File: src/hw/tmr_pkg.sv
// package for the dual timer/counter block: register offsets, fields, resets, enums
// assumes one system clock domain and a plain address/strobe register port
package tmr_pkg;

  // ************************************************************
  // register offsets
  // ************************************************************
  localparam logic [7:0] ADDR_CTRL     = 8'h88;  // flags and run bits
  localparam logic [7:0] ADDR_MODE     = 8'h89;  // gate, counter select, mode
  localparam logic [7:0] ADDR_LOW_A    = 8'h8a;
  localparam logic [7:0] ADDR_LOW_B    = 8'h8b;
  localparam logic [7:0] ADDR_HIGH_A   = 8'h8c;
  localparam logic [7:0] ADDR_HIGH_B   = 8'h8d;
  localparam logic [7:0] ADDR_AUX_CLK  = 8'ha3;  // timer_aux_clock_ctrl
  localparam logic [7:0] ADDR_AUX_EXT  = 8'ha4;  // prescale extend and gate high bits

  // ************************************************************
  // field positions
  // ************************************************************
  localparam int CTRL_OVF_B    = 7;
  localparam int CTRL_RUN_B    = 6;
  localparam int CTRL_OVF_A    = 5;
  localparam int CTRL_RUN_A    = 4;
  localparam int MODE_GATE_B   = 7;
  localparam int MODE_CSEL_B   = 6;
  localparam int MODE_M_B      = 4;
  localparam int MODE_GATE_A   = 3;
  localparam int MODE_CSEL_A   = 2;
  localparam int MODE_M_A      = 0;
  localparam int AUX_STA       = 7;
  localparam int AUX_STO       = 6;
  localparam int AUX_SPEED_B   = 3;
  localparam int AUX_SPEED_A   = 2;
  localparam int AUX_CKOE_B    = 1;
  localparam int AUX_CKOE_A    = 0;
  localparam int EXT_GATE_HI_B = 5;
  localparam int EXT_GATE_HI_A = 4;
  localparam int EXT_PRESCALE  = 0;

  // ************************************************************
  // reset values and timing counts
  // ************************************************************
  localparam logic [7:0] RESET_REG   = 8'h00;
  localparam int         DIV_STD     = 12;   // machine cycle rate
  localparam int         DIV_SLOW    = 48;
  localparam int         DIV_SLOWEST = 192;
  localparam logic [7:0] DIV_LAST    = 8'(DIV_SLOWEST - 1);

  // ************************************************************
  // types
  // ************************************************************
  typedef enum logic [1:0] {
    MODE_PWM8,
    MODE_CNT16,
    MODE_RELOAD8,
    MODE_SPLIT
  } timer_mode_t;

  // sampled external inputs that feed gating and counting
  typedef struct packed {
    logic count_pin;
    logic gate_int;
    logic gate_alt;
    logic gate_aux;
  } ext_in_t;

endpackage : tmr_pkg

File: src/hw/edge_sampler.sv
// two-flop synchroniser plus timer-rate falling-edge sampler
// assumes raw asynchronous pin input and a one-cycle sample enable
`timescale 1ns/1ps

module edge_sampler
  import tmr_pkg::*;
(
  input  wire logic mclk,      // system clock
  input  wire logic reset_n,   // async reset, active low
  input  wire logic pin,       // raw pin level
  input  wire logic sample_en, // one sample per timer rate cycle
  output logic      level,     // synchronised level
  output logic      fall       // high on the enable after the one that saw 1 then 0
);

  logic meta;
  logic prev;
  logic seen;

  // synchroniser, first flop read only by the second
  always_ff @(posedge mclk or negedge reset_n)
  begin
    if (!reset_n)
    begin
      meta  <= 1'b0;
      level <= 1'b0;
    end
    else
    begin
      meta  <= pin;
      level <= meta;
    end
  end

  // previous sample held between rate cycles
  always_ff @(posedge mclk or negedge reset_n)
  begin
    if (!reset_n)
      prev <= 1'b0;
    else if (sample_en)
      prev <= level;
  end

  // fall seen in one rate cycle, counted at the end of the next
  always_ff @(posedge mclk or negedge reset_n)
  begin
    if (!reset_n)
      seen <= 1'b0;
    else if (sample_en)
      seen <= prev & ~level;
  end

  assign fall = sample_en & seen;

endmodule : edge_sampler

File: src/hw/dual_timer_counter_clockout.sv
// two 8051-style timer/counters with clock-out outputs
// assumes register port on mclk; count and gate pins are asynchronous
`timescale 1ns/1ps

module dual_timer_counter_clockout
  import tmr_pkg::*;
(
  input  wire logic       mclk,          // 125 MHz system clock
  input  wire logic       reset_n,       // async reset, active low
  input  wire logic [7:0] addr,          // register address
  input  wire logic [7:0] wdata,         // write data
  input  wire logic       wr,            // write strobe
  input  wire logic       rd,            // read strobe
  output logic      [7:0] rdata,         // read data, cycle after rd
  input  wire logic       count_pin_a,   // external event pin a
  input  wire logic       count_pin_b,   // external event pin b
  input  wire logic       gate_int_a,    // ext int 0 active level
  input  wire logic       gate_alt_a,    // timer 2 overflow flag
  input  wire logic       gate_aux_a,    // keypad interrupt active
  input  wire logic       gate_int_b,    // ext int 1 active level
  input  wire logic       gate_alt_b,    // timer 3 overflow flag
  input  wire logic       gate_aux_b,    // uart1 tx flag active
  input  wire logic       low_osc_tick,  // internal low oscillator tick
  input  wire logic       wdt_tick,      // watchdog prescaler tick
  input  wire logic       irq_ack_a,     // vectoring clears ovf_flag_a
  input  wire logic       irq_ack_b,     // vectoring clears ovf_flag_b
  output logic            irq_a,         // timer a interrupt request
  output logic            irq_b,         // timer b interrupt request
  output logic            baud_tick,     // timer b overflow for serial
  output logic            clkout_pin_a,  // clock-out a level
  output logic            clkout_pin_b   // clock-out b level
);

  // ************************************************************
  // registers and state
  // ************************************************************
  logic [7:0] count_low_a, count_high_a, count_low_b, count_high_b;
  logic [7:0] mode_reg;
  logic       ovf_flag_a, ovf_flag_b, run_bit_a, run_bit_b;
  logic       speedup_a, speedup_b, clkout_enable_a, clkout_enable_b;
  logic       serial_start_seen, serial_stop_seen;
  logic       prescale_extend_a, gate_select_hi_a, gate_select_hi_b;
  logic [7:0] div_cnt;
  logic [1:0] osc_sync, wdt_sync, osc_d;
  logic       wdt_d;

  ext_in_t    ext_a, ext_b;
  logic       lvl_a, lvl_b, fall_a, fall_b;
  logic       tick12, tick48, tick192;
  logic       osc_tick, wdt_pulse;
  logic       rate_a, rate_b, inc_a, inc_b, inc_ah;
  logic       ovf_a, ovf_b, ovf_ah;
  logic       flag_set_a, flag_set_b;
  logic       open_a, open_b;
  timer_mode_t m_a, m_b;

  // gate source decode, both timers share the table
  function automatic logic gate_open(input logic [1:0] sel, input ext_in_t e);
    case (sel)
      2'h0:    gate_open = 1'b1;
      2'h1:    gate_open = e.gate_int;
      2'h2:    gate_open = e.gate_alt;
      default: gate_open = e.gate_aux;
    endcase
  endfunction : gate_open

  // effective mode, clock-out overrides to 8-bit reload
  function automatic timer_mode_t eff_mode(input logic [1:0] m, input logic cko);
    eff_mode = cko ? MODE_RELOAD8 : timer_mode_t'(m);
  endfunction : eff_mode

  // ************************************************************
  // synchronised inputs
  // ************************************************************
  edge_sampler u_samp_a (
    .mclk      (mclk),
    .reset_n   (reset_n),
    .pin       (count_pin_a),
    .sample_en (tick12),
    .level     (lvl_a),
    .fall      (fall_a)
  );

  edge_sampler u_samp_b (
    .mclk      (mclk),
    .reset_n   (reset_n),
    .pin       (count_pin_b),
    .sample_en (tick12),
    .level     (lvl_b),
    .fall      (fall_b)
  );

  // gate levels and tick inputs through two flops
  logic [5:0] gate_m, gate_s;
  always_ff @(posedge mclk or negedge reset_n)
  begin
    if (!reset_n)
    begin
      gate_m   <= 6'h00;
      gate_s   <= 6'h00;
      osc_sync <= 2'h0;
      wdt_sync <= 2'h0;
      osc_d    <= 2'h0;
      wdt_d    <= 1'b0;
    end
    else
    begin
      gate_m   <= {gate_int_a, gate_alt_a, gate_aux_a, gate_int_b, gate_alt_b, gate_aux_b};
      gate_s   <= gate_m;
      osc_sync <= {osc_sync[0], low_osc_tick};
      wdt_sync <= {wdt_sync[0], wdt_tick};
      osc_d    <= {osc_d[0], osc_sync[1]};
      wdt_d    <= wdt_sync[1];
    end
  end

  assign osc_tick  = osc_d[0] & ~osc_d[1];
  assign wdt_pulse = wdt_sync[1] & ~wdt_d;
  assign ext_a     = '{count_pin: lvl_a, gate_int: gate_s[5], gate_alt: gate_s[4],
                       gate_aux: gate_s[3]};
  assign ext_b     = '{count_pin: lvl_b, gate_int: gate_s[2], gate_alt: gate_s[1],
                       gate_aux: gate_s[0]};

  // ************************************************************
  // prescaler
  // ************************************************************
  // one free divider gives /12, /48 and /192 enables
  always_ff @(posedge mclk or negedge reset_n)
  begin
    if (!reset_n)
      div_cnt <= 8'h00;
    else if (div_cnt == DIV_LAST)
      div_cnt <= 8'h00;
    else
      div_cnt <= div_cnt + 8'h01;
  end

  assign tick12  = ((div_cnt % 8'(DIV_STD)) == 8'(DIV_STD - 1));
  assign tick48  = ((div_cnt % 8'(DIV_SLOW)) == 8'(DIV_SLOW - 1));
  assign tick192 = (div_cnt == DIV_LAST);

  // ************************************************************
  // clock selection and gating
  // ************************************************************
  assign m_a = eff_mode(mode_reg[MODE_M_A +: 2], clkout_enable_a);
  assign m_b = eff_mode(mode_reg[MODE_M_B +: 2], clkout_enable_b);

  // timer b clock table
  always_comb
  begin
    case ({speedup_b, mode_reg[MODE_CSEL_B]})
      2'h0:    rate_b = tick12;
      2'h1:    rate_b = fall_b;
      2'h2:    rate_b = 1'b1;
      default: rate_b = tick48;
    endcase
  end

  // timer a clock table
  always_comb
  begin
    case ({prescale_extend_a, speedup_a, mode_reg[MODE_CSEL_A]})
      3'h0:    rate_a = tick12;
      3'h1:    rate_a = fall_a;
      3'h2:    rate_a = 1'b1;
      3'h3:    rate_a = osc_tick;
      3'h4:    rate_a = tick48;
      3'h5:    rate_a = wdt_pulse;
      3'h6:    rate_a = tick192;
      default: rate_a = ovf_b;
    endcase
  end

  assign open_a = gate_open({gate_select_hi_a, mode_reg[MODE_GATE_A]}, ext_a);
  assign open_b = gate_open({gate_select_hi_b, mode_reg[MODE_GATE_B]}, ext_b);
  assign inc_a  = rate_a & run_bit_a & open_a;
  assign inc_b  = rate_b & run_bit_b & open_b & (m_b != MODE_SPLIT);
  // split high byte counts the internal machine rate, or every clock when speedup_a is set
  assign inc_ah = (m_a == MODE_SPLIT) & run_bit_b & (speedup_a ? 1'b1 : tick12);

  // ************************************************************
  // overflow detection
  // ************************************************************
  assign ovf_a  = inc_a & (m_a == MODE_CNT16 ? (&{count_high_a, count_low_a})
                                              : (&count_low_a));
  assign ovf_b  = inc_b & (m_b == MODE_CNT16 ? (&{count_high_b, count_low_b})
                                              : (&count_low_b));
  assign ovf_ah = inc_ah & (&count_high_a);
  assign flag_set_a = ovf_a;
  assign flag_set_b = (m_a == MODE_SPLIT) ? ovf_ah : ovf_b;
  assign baud_tick  = ovf_b;

  // ************************************************************
  // timer a counting
  // ************************************************************
  always_ff @(posedge mclk or negedge reset_n)
  begin
    if (!reset_n)
    begin
      count_low_a  <= RESET_REG;
      count_high_a <= RESET_REG;
    end
    else if (wr && addr == ADDR_LOW_A)
      count_low_a <= wdata;
    else if (wr && addr == ADDR_HIGH_A)
      count_high_a <= wdata;
    else
    begin
      if (inc_a)
      begin
        case (m_a)
          MODE_CNT16:
          begin
            count_low_a <= count_low_a + 8'h01;
            if (&count_low_a)
              count_high_a <= count_high_a + 8'h01;
          end
          MODE_RELOAD8:
            count_low_a <= ovf_a ? count_high_a : count_low_a + 8'h01;
          default:
            count_low_a <= count_low_a + 8'h01;
        endcase
      end
      if (inc_ah)
        count_high_a <= count_high_a + 8'h01;
    end
  end

  // ************************************************************
  // timer b counting
  // ************************************************************
  always_ff @(posedge mclk or negedge reset_n)
  begin
    if (!reset_n)
    begin
      count_low_b  <= RESET_REG;
      count_high_b <= RESET_REG;
    end
    else if (wr && addr == ADDR_LOW_B)
      count_low_b <= wdata;
    else if (wr && addr == ADDR_HIGH_B)
      count_high_b <= wdata;
    else if (inc_b)
    begin
      case (m_b)
        MODE_CNT16:
        begin
          count_low_b <= count_low_b + 8'h01;
          if (&count_low_b)
            count_high_b <= count_high_b + 8'h01;
        end
        MODE_RELOAD8:
          count_low_b <= ovf_b ? count_high_b : count_low_b + 8'h01;
        default:
          count_low_b <= count_low_b + 8'h01;
      endcase
    end
  end

  // ************************************************************
  // control register and flags
  // ************************************************************
  // hardware set wins over software or vector clear
  always_ff @(posedge mclk or negedge reset_n)
  begin
    if (!reset_n)
    begin
      ovf_flag_a <= 1'b0;
      ovf_flag_b <= 1'b0;
      run_bit_a  <= 1'b0;
      run_bit_b  <= 1'b0;
    end
    else
    begin
      if (wr && addr == ADDR_CTRL)
      begin
        run_bit_a <= wdata[CTRL_RUN_A];
        run_bit_b <= wdata[CTRL_RUN_B];
      end
      if (flag_set_a)
        ovf_flag_a <= 1'b1;
      else if (wr && addr == ADDR_CTRL)
        ovf_flag_a <= wdata[CTRL_OVF_A];
      else if (irq_ack_a)
        ovf_flag_a <= 1'b0;
      if (flag_set_b)
        ovf_flag_b <= 1'b1;
      else if (wr && addr == ADDR_CTRL)
        ovf_flag_b <= wdata[CTRL_OVF_B];
      else if (irq_ack_b)
        ovf_flag_b <= 1'b0;
    end
  end

  // clock-out rollovers raise no interrupt
  assign irq_a = ovf_flag_a & ~clkout_enable_a;
  assign irq_b = ovf_flag_b & ~(clkout_enable_b & (m_a != MODE_SPLIT));

  // mode and auxiliary registers
  always_ff @(posedge mclk or negedge reset_n)
  begin
    if (!reset_n)
    begin
      mode_reg          <= RESET_REG;
      speedup_a         <= 1'b0;
      speedup_b         <= 1'b0;
      clkout_enable_a   <= 1'b0;
      clkout_enable_b   <= 1'b0;
      serial_start_seen <= 1'b0;
      serial_stop_seen  <= 1'b0;
      prescale_extend_a <= 1'b0;
      gate_select_hi_a  <= 1'b0;
      gate_select_hi_b  <= 1'b0;
    end
    else if (wr)
    begin
      if (addr == ADDR_MODE)
        mode_reg <= wdata;
      if (addr == ADDR_AUX_CLK)
      begin
        serial_start_seen <= wdata[AUX_STA];
        serial_stop_seen  <= wdata[AUX_STO];
        speedup_b         <= wdata[AUX_SPEED_B];
        speedup_a         <= wdata[AUX_SPEED_A];
        clkout_enable_b   <= wdata[AUX_CKOE_B];
        clkout_enable_a   <= wdata[AUX_CKOE_A];
      end
      if (addr == ADDR_AUX_EXT)
      begin
        gate_select_hi_b  <= wdata[EXT_GATE_HI_B];
        gate_select_hi_a  <= wdata[EXT_GATE_HI_A];
        prescale_extend_a <= wdata[EXT_PRESCALE];
      end
    end
  end

  // ************************************************************
  // clock-out toggles
  // ************************************************************
  // toggle per overflow gives 2*(256-reload) input clocks per period
  always_ff @(posedge mclk or negedge reset_n)
  begin
    if (!reset_n)
    begin
      clkout_pin_a <= 1'b0;
      clkout_pin_b <= 1'b0;
    end
    else
    begin
      if (clkout_enable_a && ovf_a)
        clkout_pin_a <= ~clkout_pin_a;
      if (clkout_enable_b && ovf_b)
        clkout_pin_b <= ~clkout_pin_b;
    end
  end

  // ************************************************************
  // read port
  // ************************************************************
  always_ff @(posedge mclk or negedge reset_n)
  begin
    if (!reset_n)
      rdata <= 8'h00;
    else if (rd)
    begin
      case (addr)
        ADDR_CTRL:    rdata <= {ovf_flag_b, run_bit_b, ovf_flag_a, run_bit_a, 4'h0};
        ADDR_MODE:    rdata <= mode_reg;
        ADDR_LOW_A:   rdata <= count_low_a;
        ADDR_LOW_B:   rdata <= count_low_b;
        ADDR_HIGH_A:  rdata <= count_high_a;
        ADDR_HIGH_B:  rdata <= count_high_b;
        ADDR_AUX_CLK: rdata <= {serial_start_seen, serial_stop_seen, 2'h0, speedup_b,
                                speedup_a, clkout_enable_b, clkout_enable_a};
        ADDR_AUX_EXT: rdata <= {2'h0, gate_select_hi_b, gate_select_hi_a, 3'h0,
                                prescale_extend_a};
        default:      rdata <= 8'h00;
      endcase
    end
    else
      rdata <= 8'h00;
  end

endmodule : dual_timer_counter_clockout

File: config.mk
export PLATFORM = sky130hd
export DESIGN_NAME = dual_timer_counter_clockout
export DESIGN_NICKNAME = d
export VERILOG_FILES = /design/src/hw/tmr_pkg.sv /design/src/hw/edge_sampler.sv /design/src/hw/dual_timer_counter_clockout.sv
export SDC_FILE = /design/constraint.sdc
export NUM_CORES = 1
export LEC_CHECK = 0
export BUFFER_PORTS_ARGS = -buffer_cell sky130_fd_sc_hd__buf_4
export CORE_ASPECT_RATIO = 0.6
export CORE_UTILIZATION = 46
export DETAILED_ROUTE_END_ITERATION = 8
export PLACE_DENSITY = 0.72
export SYNTH_ARGS = -nofsm -noshare
export SYNTH_HDL_FRONTEND = slang
export SYNTH_SLANG_ARGS = --single-unit
File: constraint.sdc
create_clock -name mclk -period 5.8 [get_ports mclk]
set_input_delay 0.58 -clock mclk [delete_from_list [all_inputs] [get_ports mclk]]
set_output_delay 0.58 -clock mclk [all_outputs]
set_load 0.1 [all_outputs]
Yosys cells after proc, flatten, opt, wreduce, memory -nomap -nowiden
Index checks and enable logic that the tools add are counted.
- add/subtract/negate cells: 5
- multipliers: 0
- div/mod/pow operators: 2
- magnitude comparators: 0
- equality and inequality tests: 32
- shift operators: 0
- muxes and demuxes: 38
- bitwise logic cells: 29
- reduce and logical (&&, ||, !) cells: 33
- operators by type and width (kind ; count):
    two-way mux 8 bit ; 21
    equality test 8 bit (second input constant) ; 9
    case mux 8 bit (8 select lines) ; 1
    adder 8 x 1 -> 8 bit (second input constant) ; 5
    AND reduction 16 bit ; 2
    AND reduction 8 bit ; 3
    AND 1 bit ; 19
    nonzero test 3 bit ; 5
    equality test 2 bit (second input constant) ; 6
    equality test 2 x 1 -> 1 bit (second input constant) ; 5
    two-way mux 1 bit ; 10
    NOT 1 bit ; 10
    AND reduction 2 bit ; 5
    nonzero test 2 bit ; 5
    equality test 3 bit (second input constant) ; 3
    case mux 1 bit (3 select lines) ; 3
    equality test 8 x 4 -> 1 bit (second input constant) ; 1
    equality test 8 x 6 -> 1 bit (second input constant) ; 1
    modulo 8 x 4 -> 8 bit (second input constant) ; 1
    modulo 8 x 6 -> 8 bit (second input constant) ; 1
    inequality test 2 bit (second input constant) ; 4
    AND reduction 4 bit ; 2
    logical AND 1 bit ; 7
    case mux 1 bit (7 select lines) ; 1
    5 further kinds ; 9
- register bits after elaboration: 98
- latch bits: 0
- bits in writable memories: 0
- memory bits (read-only): 0
- bits of input ports: 32
- output and inout port bits: 13
- memories: 0

Depth between registers and ports, before layout
Gate-level depths: netlist (run 1).
- depth in word-level cells: 17
- depth in mapped cells: 12
- mapped depth without buffers: 10

Cells and area by module
From an unflattened synthesis (run 1), not the netlist that was laid out.
- cell total of the unflattened synthesis: 556
- area total of the unflattened synthesis: 5422.7 µm²
- modules (own cells, without submodules) (module ; times used ; cells each ; area an instance (µm²)):
    dual_timer_counter_clockout ; 1 ; 538 ; 5144.9
    edge_sampler ; 2 ; 9 ; 138.9

Worst setup path before layout (run 1)
Ideal clock, no wire load.
- path kind: register to output
- start point: reg div_cnt[7]
- end point: out baud_tick
- data arrival time: 2.215 ns
- slack: 3.005 ns
- stages on the path, launching flop included: 8
- buffers on the path: 1
- cells stage by stage: dfrtp_1 -> buf_2 -> or3b_1 -> a31o_1 -> o21a_1 -> o21ai_2 -> o2111ai_2 -> inv_1
- word-level cells in the longest chain between the ends: 8
- elaborated cells between the ends (all ways): 10
- classes of those cells: 2 x div; 2 x eq/ne; 1 x mux; 5 x bitwise
- RTL lines (what ; line ; RTL):
    start, declared ; dual_timer_counter_clockout.sv:43 ; logic [7:0] div_cnt;
    start signal, assigned ; dual_timer_counter_clockout.sv:135 ; div_cnt <= div_cnt + 8'h01;
    modulo 8 x 4 -> 8 bit ; dual_timer_counter_clockout.sv:138 ; assign tick12 = ((div_cnt % 8'(DIV_STD)) == 8'(DIV_STD - 1));
    equality test 8 x 4 -> 1 bit ; dual_timer_counter_clockout.sv:138 ;
    AND 1 bit ; edge_sampler.sv:53 ; assign fall = sample_en & seen;
    case mux 1 bit (3 select lines) (*) ; dual_timer_counter_clockout.sv:151 ; case ({speedup_b, mode_reg[MODE_CSEL_B]})
    AND 1 bit (*) (3 in a row) ; dual_timer_counter_clockout.sv:177 ; assign inc_b = rate_b & run_bit_b & open_b & (m_b != MODE_SPLIT);
    AND 1 bit (*) ; dual_timer_counter_clockout.sv:186 ; assign ovf_b = inc_b & (m_b == MODE_CNT16 ? (&{count_high_b, count_low_b})
    end, declared ; dual_timer_counter_clockout.sv:29 ; output logic baud_tick,
Every way passes the cells marked *; elsewhere a longest branch is shown, timed or not.

Final worst setup path (run 1)
- start point: reg div_cnt[6]
- end point: reg count_high_a[4]
- word-level cells in the longest chain between the ends: 13
- elaborated cells between the ends (all ways): 23
- classes of those cells: 2 x div; 3 x eq/ne; 5 x mux; 9 x bitwise; 4 x reduce/logical
- RTL lines (what ; line ; RTL):
    modulo 8 x 4 -> 8 bit ; dual_timer_counter_clockout.sv:138 ;
    equality test 8 x 4 -> 1 bit ; dual_timer_counter_clockout.sv:138 ;
    AND 1 bit ; edge_sampler.sv:53 ;
    case mux 1 bit (3 select lines) ; dual_timer_counter_clockout.sv:151 ;
    AND 1 bit (3 in a row) ; dual_timer_counter_clockout.sv:177 ;
    AND 1 bit ; dual_timer_counter_clockout.sv:186 ;
    case mux 1 bit (7 select lines) ; dual_timer_counter_clockout.sv:162 ; case ({prescale_extend_a, speedup_a, mode_reg[MODE_CSEL_A]})
    AND 1 bit (2 in a row) ; dual_timer_counter_clockout.sv:176 ; assign inc_a = rate_a & run_bit_a & open_a;
    nonzero test 3 bit (no line) ; - ;
    AND reduction 4 bit (no line) ; - ;
    end signal, assigned ; dual_timer_counter_clockout.sv:206 ; count_high_a <= wdata;
    end signal, assigned ; dual_timer_counter_clockout.sv:216 ; count_high_a <= count_high_a + 8'h01;
    end signal, assigned ; dual_timer_counter_clockout.sv:225 ; count_high_a <= count_high_a + 8'h01;
    end, declared ; dual_timer_counter_clockout.sv:37 ; logic [7:0] count_low_a, count_high_a, count_low_b, count_high_b;
Several ways; a longest one is shown, not always the timed one.
A chain may end at the register's enable or synchronous reset.

==> results by group, run 1 <==
Clocking
  – Setup Buffers After CTS: 0
  – Clock-pin slew on the worst setup and hold paths: 0.08 ns
  – PostCTS Resize Cnt: 0
  – CTS root buf: clkbuf_16
  – Maximum clock insertion buffer count: 2
  – CTS tree: built
  – CTS Sinks: 98
  – Hold buffer count at CTS: 0
  – TritonCTS buffer count: 9
  – Clock latency on the worst-skew pair: 0.35 ns
  – H-tree levels: 3

Power
  – LEAKAGE: 2.59 nW
  – Pint: 1.08 mW
  – Logic pwr share: 0.086
  – Pwr dens: 252 nW/um2
  – Sw Share: 0.280
  – Worst ir drop on vdd: 0.172 mV
  – Clk pwr share: 0.400
  – Design Power: 1.50 mW
  – Seq pwr share: 0.515
  – Switch Pwr: 0.420 mW

Timing
  – Max transition margin: 0.104
  – Setup_tns: 0 ns
  – Tmin final: 3.40 ns
  – Final hold violation count: 0
  – Final Max Tran Viols: 0
  – Worst Max-Slew Pin Slew: 1.33 ns
  – Final setup vio count: 0
  – F_max: 294 MHz
  – Setup Skew: 0.0112 ns
  – Crit share post-route: 0.586
  – RSZ-0062 raised after global routing: no

Detailed routing
  – Routed wire length: 15,000 um
  – Vias: 4,587
  – 1st-pass router iterations: 8
  – DRT iter0 DRCs: 731
  – DRT antenna net count: 0
  – DR DRC count: 0
  – Wire length per cell: 21.0 um
  – Vias/cell: 6.42

Synth
  – Avg Cell Area, Syn: 9.75 um2
  – #FFs+latches synth: 98
  – Primary FF master, synth: dfrtp_1
  – Cells after synthesis: 539
  – Ys async rst share: 1.00
  – Synthesized cell area: 5260 um2
  – Largest family of logic cells by synthesized area: compound AO/OA/AOI/OAI gates
  – Mapped Nets: 577
  – Area share of fa/ha/maj cells after synthesis: 0.0143
  – Yosys Warn Count: 0
  – Synth Area in Compound Gates: 0.221
  – Seq/Total Area, Yosys: 0.467
  – Number of synthesized flops with an enable pin: 0
  – Unique masters post-synth: 70
  – Mux contribution to synthesized area: 0.0543
  – Synth Area in Simple Gates: 0.180
  – Xor and xnor area share after synthesis: 0.0283

Job
  – Number of max-cap violations: 0

Global routing
  – GRT Overall Usage: 0.267
  – First-pass GRT wire length: 23,600 um
  – Total grt overflow: 0
  – Antenna violations before repair: 0
  – Vias in the first global route: 4,096
  – Largest net degree at the start of global routing: 73

Cells and area
  – Area growth, synth to finish: 13.3%
  – Nets: 608
  – Most common cell after layout, fill and taps aside: dfrtp_1
  – Fraction of final layout cells sized beyond drive strength 1: 0.167
  – N_diodes: 0
  – Post-route cell area: 5950 um2
  – Most frequent cells in the layout: dfrtp_1 (98), nand2_1 (52), buf_4 (46)

Floorplanning
  – Die ar.: 11,900 um2
  – Die Wd: 140 um
  – Io pins: 45
  – Row cnt: 29
  – Die Y: 84.8 um
  – Core Area: 10,800 um2
  – Starting Density: 0.484

Outcome
  – Outcome: finished clean

Placed design
  – Final estimated routing congestion in global placement: 0.953
  – IO buf count: 44
  – Placed instance area: 5660 um2
  – Detailed Place HPWL: 10,900 um

Worst setup path
  – WS Path Type: flop to flop
  – Element type at the critical path end: flop
  – CP startpoint kind: flop
  – CP max FO: 16
  – Worst endpoint required time: 6.02 ns
  – Crit path DAT: 3.62 ns

Min path
  – Worst min-delay path category: input pin to asynchronous set/reset pin
## layer usage
metal	vias up	share of wire	track usage
met2	279	0.39	0.343
li1	2074	-	-
met3	25	0.13	0.0993
met4	0	0.017	0.0749
met1	2209	0.46	0.408
met5	-	0	0
## Yosys cell counts (7+ instances only)
cell type,count,area (um2)
a211oi_1,11,82.6
a21oi_1,31,155
a222oi_1,10,100
a22oi_1,12,90.1
a31oi_1,12,75.1
and2_1,7,43.8
and3_1,11,68.8
clkbuf_1,19,71.3
dfrtp_1,98,2450
inv_1,19,71.3
mux2_2,20,225
nand2_1,52,195
nand3_1,27,135
nand3b_1,9,67.6
nor2_1,36,135
nor2b_1,8,50.1
nor3_1,10,50.1
o211ai_1,8,60.1
o21ai_0,25,125
xnor2_1,12,105
## cells by family after synthesis
kind of cell / after synthesis
simple gates: 184
compound gates: 163
mux: 26
xor+xnor: 17
flops: 98
buf+inv: 45
fa+ha+maj: 6
## critical path, cell delays in order (launching register included)
cell and delay (ns):
dfrtp_1 0.57, nor4b_4 0.36, a221oi_1 0.12, a31o_1 0.22
a21oi_2 0.43, o2111ai_2 0.23, a211oi_4 0.51, a31oi_1 0.34
nor3_1 0.34, a211oi_1 0.14
## final timing paths
| check | from | end | slack, ns | cells past startpoint |
|---|---|---|---|---|
| max | div_cnt[6] | count_high_a[4] | 2.40 | 9 |
| min | reset_n | rdata[7] | 0.14 | 1 |
| max reg2reg | div_cnt[6] | count_high_a[4] | 2.40 | 9 |
| min reg2reg | gate_m[3] | gate_s[3] | 0.35 | 0 |
| max in group asynchronous | reset_n | gate_m[5] | 4.41 | 2 |
| min in group mclk | gate_alt_b | gate_m[1] | 0.33 | 1 |
## final cells by class
cell class,count,area (um2)
Clock buffer,9,225
Inverter,19,71.3
Clock inverter,7,67.6
Tap cell,139,174
Sequential cell,98,2450
Fill cell,966,4890
Multi-Input combinational cell,396,2620
Timing Repair Buffer,46,345
## metrics by stage
stage                      util  instances  setup WS [ns]  hold WS [ns]
after floorplan               -        539           3.00         0.284
after global routing      0.549        714           2.16         0.166
after detailed placement  0.522        698           2.26         0.335
after global placement    0.522        698           2.39         0.333
after CTS                 0.549        714           2.45         0.151
final                     0.549        714           2.40         0.144
## power by group through the flow
| stage | clock network [mW] | logic, mW | registers (mW) |
|---|---|---|---|
| finish | 0.600 | 0.128 | 0.771 |
| global route | 0.637 | 0.142 | 0.776 |
| CTS | 0.610 | 0.128 | 0.769 |
| global placement | 0 | 0.124 | 0.782 |
| detailed placement | 0 | 0.127 | 0.782 |
| floorplan | 0 | 0.0751 | 0.760 |
(Power assumes the default switching activity.)
==> run 2: changes to the inputs <==
- PLACE_DENSITY: 0.72 -> 0.75
- clock period: 5.8 -> 2.95 ns (I/O delays scaled with it)
==> results by group, run 2 (synthesis results as in run 1) <==
Outcome
  – Outcome: finished with violations
  – Failing checks: negative hold slack

Floorplanning
  – Die Wd: 140 um
  – Core Area: 10,800 um2
  – Starting Density: 0.484
  – Die Y: 84.8 um
  – Io pins: 45
  – Row cnt: 29
  – Die ar.: 11,900 um2

Detailed routing
  – 1st-pass router iterations: 6
  – Routed wire length: 15,400 um
  – Vias/cell: 6.39
  – Vias: 4,727
  – Wire length per cell: 20.7 um
  – DRT iter0 DRCs: 614
  – DRT antenna net count: 0
  – DR DRC count: 0

Cells and area
  – Fraction of final layout cells sized beyond drive strength 1: 0.211
  – Most frequent cells in the layout: dfrtp_1 (96), buf_4 (71), nand2_1 (52)
  – Post-route core utilization: 0.575
  – Nets: 634
  – Most common cell after layout, fill and taps aside: dfrtp_1
  – Area growth, synth to finish: 18.6%
  – N_diodes: 0

Worst setup path
  – CP startpoint kind: flop
  – R2r endpoint: count_high_a[2]
  – WS Path Type: flop to flop
  – Element type at the critical path end: flop
  – Crit path DAT: 3.07 ns
  – Reg2Reg Depth: 10
  – Worst endpoint required time: 3.18 ns
  – R2r setup slk: 0.11 ns
  – CP max FO: 11
  – Reg2Reg Launch Point: div_cnt[5]

Clocking
  – Hold buffer count at CTS: 0
  – CTS Sinks: 98
  – Clock latency on the worst-skew pair: 0.35 ns
  – H-tree levels: 3
  – Maximum clock insertion buffer count: 2
  – CTS tree: built
  – Clock-pin slew on the worst setup and hold paths: 0.07 ns
  – CTS root buf: clkbuf_16
  – TritonCTS buffer count: 9

Global routing
  – Largest net degree at the start of global routing: 55
  – Antenna violations before repair: 0
  – Total grt overflow: 0
  – Vias in the first global route: 4,464
  – First-pass GRT wire length: 24,300 um
  – GRT Overall Usage: 0.270

Placed design
  – IO buf count: 44
  – Final estimated routing congestion in global placement: 0.986
  – Detailed Place HPWL: 11,000 um

Timing
  – Tmin final: 2.84 ns
  – Final hold violation count: 3
  – Final Max Tran Viols: 0
  – F_max: 352 MHz
  – Setup_tns: 0 ns
  – Final setup vio count: 0
  – Setup Skew: 0.00804 ns
  – Crit share post-route: 0.964
  – Max transition margin: 0.317
  – Worst Max-Slew Pin Slew: 1.01 ns
  – Hold Slack: -0.00221 ns

Job
  – Number of max-cap violations: 0

Min path
  – Worst min-delay path category: input pin to asynchronous set/reset pin

Power
  – Worst ir drop on vdd: 0.308 mV
  – LEAKAGE: 2.75 nW
  – Design Power: 3.09 mW
  – Pwr dens: 496 nW/um2
[run 2: cell count changes in the layout (fill, tap and decap cells not counted), moves of 2 or more]
cell	previous run	this run
buf_4	46	71
bufinv_16	0	2
dfrtp_1	98	96
dfrtp_2	0	2
inv_8	3	1
[run 2: how the worst max path moves through the flow]
stage / from / endpoint / slack (ns) / cells past startpoint
floorplan: div_cnt[7] / count_high_a[2] / 0.25 / 10
global placement: div_cnt[7] / count_high_a[2] / 0.07 / 10
detailed placement: div_cnt[7] / count_high_a[2] / -0.02 / 10
CTS: div_cnt[7] / count_high_a[1] / 0.07 / 10
global route: div_cnt[0] / count_high_a[1] / -0.002 / 11
finish: div_cnt[5] / count_high_a[2] / 0.11 / 10
[run 2: through the flow]
step,std cells,area (um2),hold slack (ns),setup WS (ns)
3_3_place_gp,721,5850,0.333,0.0742
5_1_grt,740,6230,0.0355,-0.00209
3_5_place_dp,721,5850,0.335,-0.0169
2_1_floorplan,539,5260,-0.000591,0.245
4_1_cts,737,6180,0.0240,0.0650
6_report,740,6230,-0.00221,0.107
[run 2: repair_timing]
item                                    4_1_cts  5_1_grt
setup buffers                                 0        3
pin swaps                                     0        1
endpoints found under the setup margin        3       15
gates resized for setup                       1        6
[run 2: area by class of cell]
type / instances / area (um2)
clock buffer: 9 / 225
clock inverter: 7 / 106
fill: 936 / 4610
inverter: 19 / 71.3
multi-input combinational: 396 / 2650
sequential: 98 / 2450
tap: 139 / 174
timing repair buffer: 72 / 553
[run 2: report_power, final]
part	internal (mW)	switching, mW	leakage (nW)
Sequential	1.41	0.106	1.23
Clock	0.759	0.561	0.163
Combinational	0.115	0.140	1.36
Total	2.29	0.807	2.75
[run 2: metal layers]
layer	wire, um	global-route usage	vias to the layer above
met2	6150	0.367	295
met1	6910	0.389	2272
met3	2020	0.114	30
li1	-	-	2130
met5	0	0	-
met4	276	0.0709	0
[run 2: critical path, cell delays in order (launching register included)]
cell,delay (ns)
dfrtp_2,0.49
or3b_1,0.39
a31o_1,0.24
o21a_1,0.18
o21ai_2,0.17
o2111ai_2,0.16
a211oi_4,0.26
buf_4,0.19
a31o_2,0.27
a21oi_1,0.10
a211o_1,0.27
